`config.mk`:
```
export PLATFORM = sky130hd
export DESIGN_NAME = udv_top
export DESIGN_NICKNAME = d
export VERILOG_FILES = /design/src/rtl/udv_pkg.sv /design/src/rtl/udv_edge.sv /design/src/rtl/udv_holdoff.sv /design/src/rtl/udv_top.sv
export SDC_FILE = /design/constraint.sdc
export NUM_CORES = 1
export LEC_CHECK = 0
export BUFFER_PORTS_ARGS = -buffer_cell sky130_fd_sc_hd__buf_2
export CORE_ASPECT_RATIO = 0.7
export CORE_MARGIN = 5
export CORE_UTILIZATION = 57
export CTS_CLUSTER_DIAMETER = 200
export DETAILED_ROUTE_END_ITERATION = 7
export PLACE_DENSITY_LB_ADDON = 0.3
export SYNTH_ARGS = -nofsm -noshare
export SYNTH_HDL_FRONTEND = slang
export SYNTH_SLANG_ARGS = --single-unit
```
`constraint.sdc`:
```
create_clock -name CORE_CLK -period 9.6 [get_ports CORE_CLK]
set_clock_uncertainty 0.15 [all_clocks]
set_input_delay 0 -clock CORE_CLK [delete_from_list [all_inputs] [get_ports CORE_CLK]]
set_output_delay 0 -clock CORE_CLK [all_outputs]
set_load 0.03 [all_outputs]
```
`src/rtl/udv_pkg.sv`:
```
// shared constants, types and helpers for the up/down volume step control
package udv_pkg;

   // gain index layout: 0 is mute, 1..31 map to -40 dB .. +20 dB in 2 dB steps
   localparam int          UDV_IDX_W       = 5;
   localparam logic [4:0]  UDV_MUTE_IDX    = 5'h00;
   localparam logic [4:0]  UDV_MAX_IDX     = 5'h1F;
   localparam logic [4:0]  UDV_IDX_ONE     = 5'h01;

   // gain in dB, signed byte
   localparam int          UDV_DB_W        = 8;
   localparam logic [7:0]  UDV_MUTE_DB     = 8'hAB;   // -85 dB
   localparam logic [7:0]  UDV_DB_OFFSET   = 8'h2A;   // 42: dB = 2*idx - 42
   localparam logic [7:0]  UDV_SE_DROP_DB  = 8'h06;   // single-ended drops 6 dB

   // control clock edges per step
   localparam logic [1:0]  UDV_CYC_LAST    = 2'h3;    // fourth edge completes a step
   localparam logic [1:0]  UDV_CYC_ZERO    = 2'h0;

   // auto-repeat timing, figured at the recommended oscillator rate
   localparam int          UDV_REF_CLK_HZ  = 100;
   localparam int          UDV_EDGES_STEP  = 4;
   localparam int          UDV_GAP2_MS     = 400;
   localparam int          UDV_GAP3_MS     = 200;
   localparam int          UDV_GAP4_MS     = 120;
   localparam int          UDV_GAP5_MS     = 80;
   localparam int          UDV_HOLD_W      = 6;
   // extra hold-off edges beyond the four counted edges of each gap
   localparam logic [5:0]  UDV_HOLD_GAP2   =
      6'(UDV_GAP2_MS * UDV_REF_CLK_HZ / 1000 - UDV_EDGES_STEP);
   localparam logic [5:0]  UDV_HOLD_GAP3   =
      6'(UDV_GAP3_MS * UDV_REF_CLK_HZ / 1000 - UDV_EDGES_STEP);
   localparam logic [5:0]  UDV_HOLD_GAP4   =
      6'(UDV_GAP4_MS * UDV_REF_CLK_HZ / 1000 - UDV_EDGES_STEP);
   localparam logic [5:0]  UDV_HOLD_GAP5   =
      6'(UDV_GAP5_MS * UDV_REF_CLK_HZ / 1000 - UDV_EDGES_STEP);
   localparam logic [5:0]  UDV_HOLD_NONE   = 6'h00;
   localparam logic [5:0]  UDV_HOLD_ONE    = 6'h01;

   // auto-repeat stage, Gray coded along the hold sequence
   typedef enum logic [2:0] {
      UDV_STG_FIRST  = 3'h0,
      UDV_STG_SECOND = 3'h1,
      UDV_STG_THIRD  = 3'h3,
      UDV_STG_FOURTH = 3'h2,
      UDV_STG_FIFTH  = 3'h6,
      UDV_STG_RUN    = 3'h7
   } udv_stage_t;

   // one sample of the request pins, taken at a control clock rising edge
   typedef struct packed {
      logic rise;
      logic up_req;
      logic down_req;
      logic held;
   } udv_sample_t;

   // gain in dB for an index and output topology
   function automatic logic [7:0] udv_gain_db(input logic [4:0] idx, input logic se);
      logic [7:0] bridged_load_mode;
      bridged_load_mode = (idx == UDV_MUTE_IDX) ? UDV_MUTE_DB : 8'({3'h0, idx, 1'b0} - UDV_DB_OFFSET);
      return se ? 8'(bridged_load_mode - UDV_SE_DROP_DB) : bridged_load_mode;
   endfunction : udv_gain_db

endpackage : udv_pkg

```
`src/rtl/udv_edge.sv`:
```
// control clock edge detector and request pin sampler
`timescale 1ns/1ps
module udv_edge
   import udv_pkg::*;
(
   input  wire logic         clk,
   input  wire logic         rst_n,
   input  wire logic         ctrl_clk,
   input  wire logic         up_n,
   input  wire logic         down_n,
   output udv_sample_t       smp
);
   logic ctrl_prev_reg;

   // remember the last control clock level to find rising edges
   always_ff @(posedge clk)
   begin
      if (!rst_n)
         ctrl_prev_reg <= 1'b0;
      else
         ctrl_prev_reg <= ctrl_clk;
   end

   // exactly one pin low counts as a request; both low is no request
   wire rise_w = ctrl_clk & ~ctrl_prev_reg;
   wire up_w   = ~up_n & down_n;
   wire down_w = ~down_n & up_n;

   // one driver for the whole sample so no member has a second writer
   assign smp = '{rise: rise_w, up_req: up_w, down_req: down_w, held: up_w | down_w};

   chk_rise_single: assert property (@(posedge clk) disable iff (!rst_n)
      smp.rise |=> !smp.rise)
      else $error("control clock rise seen on two cycles in a row");

endmodule : udv_edge

```
`src/rtl/udv_holdoff.sv`:
```
// auto-repeat hold-off stage and delay counter
`timescale 1ns/1ps
module udv_holdoff
   import udv_pkg::*;
(
   input  wire logic         clk,
   input  wire logic         rst_n,
   input  wire logic         edge_rise,
   input  wire logic         held,
   input  wire logic         ext_mode,
   input  wire logic         step,
   output logic              busy
);
   udv_stage_t  stage_reg;
   udv_stage_t  stage_next;
   logic [5:0]  hold_reg;
   logic [5:0]  hold_next;
   logic [5:0]  gap_load;

   // hold-off to insert after a step taken in the current stage
   always_comb
   begin
      case (stage_reg)
         UDV_STG_FIRST:  gap_load = UDV_HOLD_GAP2;
         UDV_STG_SECOND: gap_load = UDV_HOLD_GAP3;
         UDV_STG_THIRD:  gap_load = UDV_HOLD_GAP4;
         UDV_STG_FOURTH: gap_load = UDV_HOLD_GAP5;
         UDV_STG_FIFTH:  gap_load = UDV_HOLD_NONE;
         UDV_STG_RUN:    gap_load = UDV_HOLD_NONE;
         default:        gap_load = UDV_HOLD_NONE;
      endcase
   end

   // stage advance on each step, saturating in the free-running stage
   always_comb
   begin
      case (stage_reg)
         UDV_STG_FIRST:  stage_next = UDV_STG_SECOND;
         UDV_STG_SECOND: stage_next = UDV_STG_THIRD;
         UDV_STG_THIRD:  stage_next = UDV_STG_FOURTH;
         UDV_STG_FOURTH: stage_next = UDV_STG_FIFTH;
         UDV_STG_FIFTH:  stage_next = UDV_STG_RUN;
         UDV_STG_RUN:    stage_next = UDV_STG_RUN;
         default:        stage_next = UDV_STG_FIRST;
      endcase
   end

   // delay counter: external clock adds none, release clears, edges count down
   assign hold_next = (ext_mode || !held)       ? UDV_HOLD_NONE :
                      step                      ? gap_load :
                      (edge_rise && hold_reg != UDV_HOLD_NONE) ?
                                                  6'(hold_reg - UDV_HOLD_ONE) :
                                                  hold_reg;

   // stage and counter registers
   always_ff @(posedge clk)
   begin
      if (!rst_n || !held || ext_mode)
      begin
         stage_reg <= UDV_STG_FIRST;
         hold_reg  <= UDV_HOLD_NONE;
      end
      else
      begin
         stage_reg <= step ? stage_next : stage_reg;
         hold_reg  <= hold_next;
      end
   end

   assign busy = (hold_reg != UDV_HOLD_NONE);

   chk_gap_load: assert property (@(posedge clk) disable iff (!rst_n)
      step && held && !ext_mode && stage_reg == UDV_STG_FIRST |=> hold_reg == 6'h24)
      else $error("second-step hold-off not 36 edges");

   chk_run_nohold: assert property (@(posedge clk) disable iff (!rst_n)
      step && held && !ext_mode && (stage_reg == UDV_STG_FIFTH || stage_reg == UDV_STG_RUN)
      |=> !busy)
      else $error("hold-off loaded after the fifth step");

   chk_ext_nodelay: assert property (@(posedge clk) disable iff (!rst_n)
      ext_mode |=> !busy)
      else $error("hold-off active in external clock mode");

endmodule : udv_holdoff

```
`src/rtl/udv_top.sv`:
```
// up/down volume step control: request sampling, edge counting, gain index
//
// Contract
// After power-up the gain stays at mute until a request is recognised.
// A recognised up request raises the gain by one 2 dB step.
// A recognised down request lowers the gain by one 2 dB step.
// Losing power resets the stored volume to mute.
// Internal oscillator runs at most 500 Hz, 100 Hz recommended.
// Four held control clock cycles give one step, then a hold-off.
// At 100 Hz the first step comes about 40 ms after press.
// Second step about 400 ms after first, third 200 ms after second.
// Fourth step about 120 ms after third, fifth 80 ms after fourth.
// After the fifth step, one step every four control clock cycles.
// Pins sampled on control clock rising edges; gain changes after them.
// An external clock on the clock pin replaces the internal oscillator.
// External clock at most 10 kHz, below 200 Hz recommended.
// Controller holds a request low and gives four gated pulses per step.
// Controller keeps the clock low when no change is intended.
// External clock mode inserts no hold-off; every fourth held edge steps.
// Surplus edges stay counted so the next request completes early.
// Down requests in external mode count edges like up requests.
// Topology select high gives single-ended mode, every gain 6 dB lower.
// Gain index saturates at +20 dB maximum and at the mute level.
// Releasing the request clears the cycle count and hold-off stage; the code keeps the cycle count in external clock mode.
`timescale 1ns/1ps
module udv_top
   import udv_pkg::*;
(
   input  wire logic         CORE_CLK,
   input  wire logic         RST_N,
   input  wire logic         CTRL_CLK,
   input  wire logic         EXT_CLK_MODE,
   input  wire logic         UP_REQ_N,
   input  wire logic         DOWN_REQ_N,
   input  wire logic         OUTPUT_TOPOLOGY_SELECT,
   output logic [4:0]        GAIN_INDEX,
   output logic [7:0]        GAIN_DB,
   output logic              SINGLE_ENDED_MODE,
   output logic              STEP_PULSE,
   output logic              STEP_UP
);
   udv_sample_t smp;
   logic        busy;
   logic [1:0]  cyc_cnt_reg;
   logic [1:0]  cyc_cnt_next;
   logic [4:0]  gain_idx_reg;
   logic [4:0]  gain_idx_next;
   logic [7:0]  gain_db_reg;
   logic        se_reg;
   logic        step_pulse_reg;
   logic        step_up_reg;

   // control clock edge detect and request sampling at each rising edge
   udv_edge u_edge (
      .clk       (CORE_CLK),
      .rst_n     (RST_N),
      .ctrl_clk  (CTRL_CLK),
      .up_n      (UP_REQ_N),
      .down_n    (DOWN_REQ_N),
      .smp       (smp)
   );

   // an edge is counted when a request is held and no hold-off is pending
   wire count_edge = smp.rise & smp.held & ~busy;
   wire cyc_done   = count_edge & (cyc_cnt_reg == UDV_CYC_LAST);
   wire step_fire  = cyc_done;
   wire do_up      = step_fire & smp.up_req;
   wire do_down    = step_fire & smp.down_req;
   wire at_max     = (gain_idx_reg == UDV_MAX_IDX);
   wire at_mute    = (gain_idx_reg == UDV_MUTE_IDX);

   // auto-repeat hold-off, bypassed when the clock comes from outside
   udv_holdoff u_holdoff (
      .clk       (CORE_CLK),
      .rst_n     (RST_N),
      .edge_rise (smp.rise),
      .held      (smp.held),
      .ext_mode  (EXT_CLK_MODE),
      .step      (step_fire),
      .busy      (busy)
   );

   // cycle counter: internal mode clears on release, external keeps surplus edges
   assign cyc_cnt_next = (!EXT_CLK_MODE && !smp.held) ? UDV_CYC_ZERO :
                         count_edge ? 2'(cyc_cnt_reg + 2'h1) :
                                      cyc_cnt_reg;

   // gain index moves one step, saturating at both ends
   assign gain_idx_next = (do_up && !at_max)    ? 5'(gain_idx_reg + UDV_IDX_ONE) :
                          (do_down && !at_mute) ? 5'(gain_idx_reg - UDV_IDX_ONE) :
                                                  gain_idx_reg;

   // state and output registers; reset stands for power removal
   always_ff @(posedge CORE_CLK)
   begin
      if (!RST_N)
      begin
         cyc_cnt_reg    <= UDV_CYC_ZERO;
         gain_idx_reg   <= UDV_MUTE_IDX;
         gain_db_reg    <= UDV_MUTE_DB;
         se_reg         <= 1'b0;
         step_pulse_reg <= 1'b0;
         step_up_reg    <= 1'b0;
      end
      else
      begin
         cyc_cnt_reg    <= cyc_cnt_next;
         gain_idx_reg   <= gain_idx_next;
         gain_db_reg    <= udv_gain_db(gain_idx_next, OUTPUT_TOPOLOGY_SELECT);
         se_reg         <= OUTPUT_TOPOLOGY_SELECT;
         step_pulse_reg <= step_fire;
         step_up_reg    <= step_fire ? smp.up_req : step_up_reg;
      end
   end

   // outputs straight from flip-flops
   assign GAIN_INDEX        = gain_idx_reg;
   assign GAIN_DB           = gain_db_reg;
   assign SINGLE_ENDED_MODE = se_reg;
   assign STEP_PULSE        = step_pulse_reg;
   assign STEP_UP           = step_up_reg;

   // mute after reset release, index stays put until a step fires
   chk_mute_reset: assert property (@(posedge CORE_CLK) disable iff (!RST_N)
      $rose(RST_N) |-> gain_idx_reg == UDV_MUTE_IDX)
      else $error("gain not at mute after reset");

   chk_hold_still: assert property (@(posedge CORE_CLK) disable iff (!RST_N)
      !step_fire |=> gain_idx_reg == $past(gain_idx_reg))
      else $error("gain index changed without a step");

   chk_up_step: assert property (@(posedge CORE_CLK) disable iff (!RST_N)
      do_up && !at_max |=> gain_idx_reg == 5'($past(gain_idx_reg) + 5'h01))
      else $error("up step did not add exactly one");

   chk_down_step: assert property (@(posedge CORE_CLK) disable iff (!RST_N)
      do_down && !at_mute |=> gain_idx_reg == 5'($past(gain_idx_reg) - 5'h01))
      else $error("down step did not subtract exactly one");

   chk_four_edges: assert property (@(posedge CORE_CLK) disable iff (!RST_N)
      count_edge && cyc_cnt_reg == 2'h3 |-> step_fire ##1 STEP_PULSE)
      else $error("fourth counted edge gave no step");

   chk_step_on_edge: assert property (@(posedge CORE_CLK) disable iff (!RST_N)
      step_fire |-> smp.rise && smp.held)
      else $error("step fired away from a held rising edge");

   chk_index_sat: assert property (@(posedge CORE_CLK) disable iff (!RST_N)
      (at_max && do_up) || (at_mute && do_down) |=> $stable(gain_idx_reg))
      else $error("gain index passed a limit");

   chk_release_clr: assert property (@(posedge CORE_CLK) disable iff (!RST_N)
      !EXT_CLK_MODE && !smp.held |=> cyc_cnt_reg == 2'h0)
      else $error("cycle count kept after release");

   chk_surplus_kept: assert property (@(posedge CORE_CLK) disable iff (!RST_N)
      EXT_CLK_MODE && !smp.held ##1 EXT_CLK_MODE |-> $stable(cyc_cnt_reg))
      else $error("external mode count lost on release");

   chk_db_map: assert property (@(posedge CORE_CLK) disable iff (!RST_N)
      ##1 1'b1 |-> gain_db_reg == udv_gain_db(gain_idx_reg, se_reg))
      else $error("gain in dB does not match index and topology");

   chk_run_rate: assert property (@(posedge CORE_CLK) disable iff (!RST_N)
      step_fire && EXT_CLK_MODE |=> !busy && !count_edge)
      else $error("hold-off raised unexpectedly");

endmodule : udv_top

```
; Word-level counts from Yosys, hierarchy flattened
; Cells that the tools add are included.
; W data, S select, Z words.
[word_totals]
ram_bits = 0
memories = 0
regBits = 28
romBits = 0
elab_cells = 64
in_bits = 7
output_inout_bits = 16
latch_bits = 0
[op_classes]
n_reduce_logical = 20
n_mux = 8
n_lt_le_gt_ge = 0
add_sub_neg = 6
mul = 0
shift = 0
div = 0
n_bitwise = 14
eq_ne = 7
[op_table]
columns = operator, count
row1 = $pmux W6 S4, 1
row2 = $mux W8, 2
row3 = $pmux W3 S5, 1
row4 = $mux W6, 2
row5 = $logic_not A5 Y1, 2
row6 = $mux W5, 2
row7 = $and A1 B1 Y1, 8
row8 = $sub A8 B3 Y8 const B, 1
row9 = $sub A6 B6 Y7 const B, 1
row10 = $eq A3 B2 Y1 const B, 2
row11 = $eq A3 B3 Y1 const B, 2
row12 = $reduce_bool A6 Y1, 1
row13 = $reduce_or A2 Y1, 3
row14 = $sub A6 B1 Y6 const B, 1
row15 = $add A5 B1 Y5 const B, 1
row16 = $eq A5 B5 Y1 const B, 1
row17 = $logic_not A1 Y1, 5
row18 = $not A1 Y1, 5
row19 = $sub A5 B1 Y5 const B, 1
row20 = $logic_and A1 B1 Y1, 4
row21 = $eq A3 B1 Y1 const B, 1
row22 = $logic_not A3 Y1, 1
row23 = $logic_or A1 B1 Y1, 3
row24 = $add A2 B1 Y2 const B, 1
row25 = 3 further kinds, 3

; Depth between registers and ports, before layout
[depth]
depth_word = 14
depth_mapped = 17
ltp_nobuf = 17

; Modules after synthesis
; Synthesis repeated with hierarchy kept, for this count alone.
[hier_totals]
hier_cells = 175
hier_area_um2 = 1591.5
[modules_own_cells]
columns = module, area_each_um2, seq_area_each_um2, cells_per_inst, n_inst
row1 = udv_top, 997.2, 360.3, 107, 1
row2 = udv_holdoff, 495.5, 180.2, 57, 1
row3 = udv_edge, 98.8, 20.0, 11, 1

; Worst setup path before layout
; Ideal clock, no wire load.
[synth_timing]
path_type = reg-to-reg
from = register gain_idx_reg[0] (netlist: GAIN_INDEX[0])
to = register gain_db_reg[5] (netlist: GAIN_DB[5])
arrival_time_ns = 3.350
stages_incl_launch_ff = 17
t_required_ns = 9.328
synth_period_minus_slack_ns = 3.622
n_path_buf = 0
slack_ns = 5.978
path_cell_list = dfxtp_1 > ha_1 > and3_2 > ha_1 > nor2b_1 > a21oi_4 > o21a_2 > nor2_1 > ha_1 > inv_1 > nor2_2 > a31oi_1 > ha_1 > nor2_1 > o21ai_2 > o21ba_1 > a221o_1
[synth_between]
elab_chain_len = 9
[synth_rtl]
columns = element, line_no
row1 = start: declaration, udv_top.sv:46  ; logic [4:0] gain_idx_reg;
row2 = start signal: assignment, udv_top.sv:108  ; gain_idx_reg <= gain_idx_next;
row3 = "parallel branches: the longest is 4 deep, another holds $sub A5 B1 Y5", n/a
row4 = $mux W5 *, udv_top.sv:89  ; assign gain_idx_next = (do_up && !at_max) ? 5'(gain_idx_reg + UDV_IDX_ONE) :
row5 = $sub A6 B6 Y7 / $logic_not A5 Y1 (equally long branches), udv_pkg.sv:61  ; bridged_load_mode = (idx == UDV_MUTE_IDX) ? UDV_MUTE_DB : 8'({3'h0, idx, 1'b0} - UDV_DB_OFFSET);
row6 = $mux W8 *, udv_pkg.sv:61
row7 = $sub A8 B3 Y8, udv_pkg.sv:62  ; return se ? 8'(bridged_load_mode - UDV_SE_DROP_DB) : bridged_load_mode;
row8 = $mux W8 *, udv_pkg.sv:62
row9 = end signal: assignment, udv_top.sv:109  ; gain_db_reg <= udv_gain_db(gain_idx_next, OUTPUT_TOPOLOGY_SELECT);
row10 = end: declaration, udv_top.sv:48  ; logic [7:0] gain_db_reg;
; Every way passes the cells marked *.
; A chain may end at the register's enable or synchronous reset.

; Final worst setup path
; Same ends and word-level chain as after synthesis.

==> metrics.sh <==
REGTOREGSTARTPOINT='GAIN_INDEX[0]'
POST-ROUTE-PERIOD-UTIL=0.438
DR_WL_MET3_UM=245
CTS_POST_SETUP_BUFFERS_INSERTED=0
TOP_SIGNAL_LAYER_USED='met4'
MIN_FROM='DOWN_REQ_N'
FP.COREAREA_UM2=2780
DRT.ANTENNA.VIOLATING_NETS=0
POST_SYNTH_FA_HA_MAJ_AREA_FRACTION=0.0760
SYNTHESIS.INSTANCES=182
GP_CONGESTION=0.991
DRV_CAP=0
SYNTH_XOR_AREA_FRAC=0.0471
GRT_START_MAX_NET_PINS=18
SYN_AREA_PER_CELL_UM2=9.04
WORSTPATHCELLLIST='ha_1, and3_2, ha_1, nor2b_1, a21oi_4, o21a_2, nor2_1, ha_1, inv_1, nor2_2, a31oi_1, ha_1, nor2_1, o21ai_2, o21ba_1, a221o_1'
SYNTH_TOP_FAMILY_BY_AREA='simple AND/OR/NAND/NOR gates'
IO_PINS=23
TIMING.CRITICAL_PATH.FROM='GAIN_INDEX[0]'
WORSTSETUPSTARTPOINTTYPE='flip-flop'
PWR_DENSITY_nW_PER_UM2=113
YS_TYPES=53
NUMBER_OF_BUFFERS_CREATED_BY_CTS=3
SYN2LAYOUT_AREA_GROWTH_PCT=14.3
COMPOUND_CELL_AREA_SHARE_OF_THE_YOSYS_NETLIST=0.195
CLK-INSERTION-DELAY-LATE_NS=0.28
DETAILEDPLACEMENTHPWL_MM=2.75
DRT_PRE_ANTENNA_ITERS=4
POST_DRT_WL_PER_CELL_UM=15.7
LAYOUT-DRIVE-GT1-SHARE=0.211
SYNTHESIS.YOSYS.WARNINGS=0
HOLD_PATH.CLASS='in2reg'
HOLDWS_NS=0.0864
SYNTH_SEQUENTIAL_AREA_RATIO=0.341
WORST_EP_ARRIVAL_TIME_NS=4.23
CRITPATHMAXSTAGEDELAY_NS=0.41
SETUP-VIOLATIONS-FINAL=0
DRC=0
GRT_ANTENNA_BEFORE_REPAIR=0
TRACK_USAGE=0.213
SYNTH_SEQ_CELLS=28
SYNTH.CELL_AREA_UM2=1650
POST_SYN_NETS=199
SYNTH-MAIN-FF-CELL='dfxtp_1'
GRT_PASS1_VIAS=1425
PLACE_INST=235
POST_SYNTH_MUX_AREA_SHARE=0.0122
CLOCKROOTBUFFER='clkbuf_8'
CLOCK_TREE_FROM_TRITONCTS='built'
PORT_BUFFERS=22
MAX_FFS_PER_REGISTER=8
OUTCOME='finished, final reports clean'
DETAIL_ROUTE.WIRELENGTH.MET1_MM=1.87
CRITICAL_PATH.MOST_COMMON_CELL='ha_1'
VIAS=1472
IR_DROP_V=0.0000645
SLEW_MARGIN_REL=0.373
ROW_COUNT=16
WORSTSETUPENDPOINTTYPE='flip-flop'
INITIAL_CORE_UTIL=0.591
AVGVIACOUNTPERCELL=6.01
GRT.OVERFLOW.TOTAL=0
CTS_MAX_PATH_BUFFERS=2
PATH_MAX_FANOUT=7
RSZ0062_AT_GRT='no'
CTS_MAX_LEVEL=1
SETUP_WS_NS=5.39
SLOWEST_STAGE='nor2b_1'
FIRST_ITER_VIOLATIONS=147
FINALHOLDVIOLATIONS=0
GRT_PASS1_WL_MM=6.64
DR_WL_MET2_MM=1.68
POST_SYNTH_AND_OR_NAND_NOR_AREA_FRACTION=0.282
DIEAREA_UM2=4080
TIMING.CRITICAL_PATH.REQUIRED_NS=9.62
SYNTH_ENABLE_FLOP_CELLS=0
PATH_CLASS='reg2reg'
FINALNETCOUNT=227
TIMING.FINAL.MAX_SLEW_VIOLATIONS=0
ASYNCSETRESETFLOPFRACSYNTH=0
MIN_PERIOD_NS=4.21
ROUTED_WL_MM=3.85
DP_WORST_SETUP_SLACK_NS=5.58
POWER_LEAKAGE_nW=0.769
CLK_PIN_SLEW_NS=0.10
FINAL.SETUP.TNS_NS=0
TIMING_WORST_SLEW_PIN_VALUE_NS=0.934
FINAL_CELLS=245
DIE_HEIGHT_UM=55.0
DIE_WIDTH_UM=74.2
MAX_FREQ_GHz=0.238
FINAL_CORE_UTIL=0.676
CTS.SINKS=28
ANTENNADIODECOUNT=0
-- kinds of logic (layout without fill, tap and decap cells) --
family,Yosys count,count (layout)
compound gates,42,42
buf+inv,16,43
fa+ha+maj,10,10
flops,28,28
mux,2,2
xor+xnor,8,8
simple gates,76,76
-- worst max-delay path: cells and delay by family, from the launching register on --
family	cells	cell delay, ns
AOI/OAI and AO/OA	6	1.12
buffers and inverters	1	0.07
and+or+nand+nor	5	1.40
adders and majority gates	4	0.96
DFF	1	0.39
-- power by group --
part	switching, mW	leakage [nW]	total, mW	internal, mW
logic	0.0115	0.513	0.0191	0.00759
clock network	0.0383	0.0288	0.0751	0.0368
registers	0.000781	0.227	0.118	0.118
total	0.0505	0.769	0.212	0.162
-- cell usage after synthesis (3+ instances only) --
cell,instances,area [um^2]
o21ai_0,4,20.0
nor3_1,6,30.0
ha_1,10,125
a21oi_1,8,40.0
nor3b_1,3,22.5
inv_1,11,41.3
dfxtp_1,28,561
nand4_1,6,37.5
and2_1,3,18.8
nand2b_1,6,37.5
nand3b_1,3,22.5
xor2_1,3,26.3
a211oi_1,5,37.5
xnor2_1,4,35.0
nand2_1,11,41.3
a31oi_1,3,18.8
nor2_1,17,63.8
nand3_1,5,25.0
-- per-stage QoR --
| step | cell area [um^2] | power [mW] |
|---|---|---|
| floorplan | 1650 | 0.132 |
| global placement | 1770 | 0.137 |
| detailed placement | 1770 | 0.138 |
| CTS | 1880 | 0.212 |
| global route | 1880 | 0.220 |
| finish | 1880 | 0.212 |
-- final cells by class --
class	instances	area (um^2)
fill	239	902
tap	36	45.0
sequential	28	561
clock buffer	4	55.1
timing repair buffer	28	170
inverter	11	41.3
multi-input combinational	138	1010
-- worst paths after layout --
path               endpoint  slack, ns  cells after the start
max              GAIN_DB[5]       5.39                     16
min reg2reg  cyc_cnt_reg[1]       0.35                      2
max reg2reg      GAIN_DB[5]       5.39                     16
min                 STEP_UP       0.09                      4
-- cell usage in the layout, fill, tap and decap left out, types with 4 or more instances in the layout --
master / netlist / layout
a211oi_1: 5 / 5
a21oi_1: 8 / 8
buf_2: 1 / 22
clkbuf_8: 0 / 4
dfxtp_1: 28 / 28
dlygate4sd3_1: 0 / 6
ha_1: 10 / 10
inv_1: 11 / 11
nand2_1: 11 / 11
nand2b_1: 6 / 6
nand3_1: 5 / 5
nand4_1: 6 / 6
nor2_1: 17 / 17
nor3_1: 6 / 6
o21ai_0: 4 / 4
xnor2_1: 4 / 4
-- layer usage --
layer,vias to the layer above,track usage
met5,-,0
li1,716,-
met1,696,0.286
met2,51,0.341
met3,9,0.0505
met4,0,0.0710
-- timing repair --
item | in CTS | in global routing
endpoints found under the hold margin | 20 | 0
hold buffers | 6 | 0
resized for setup | 0 | 0
Note: power is estimated with default switching activity, not from simulation.
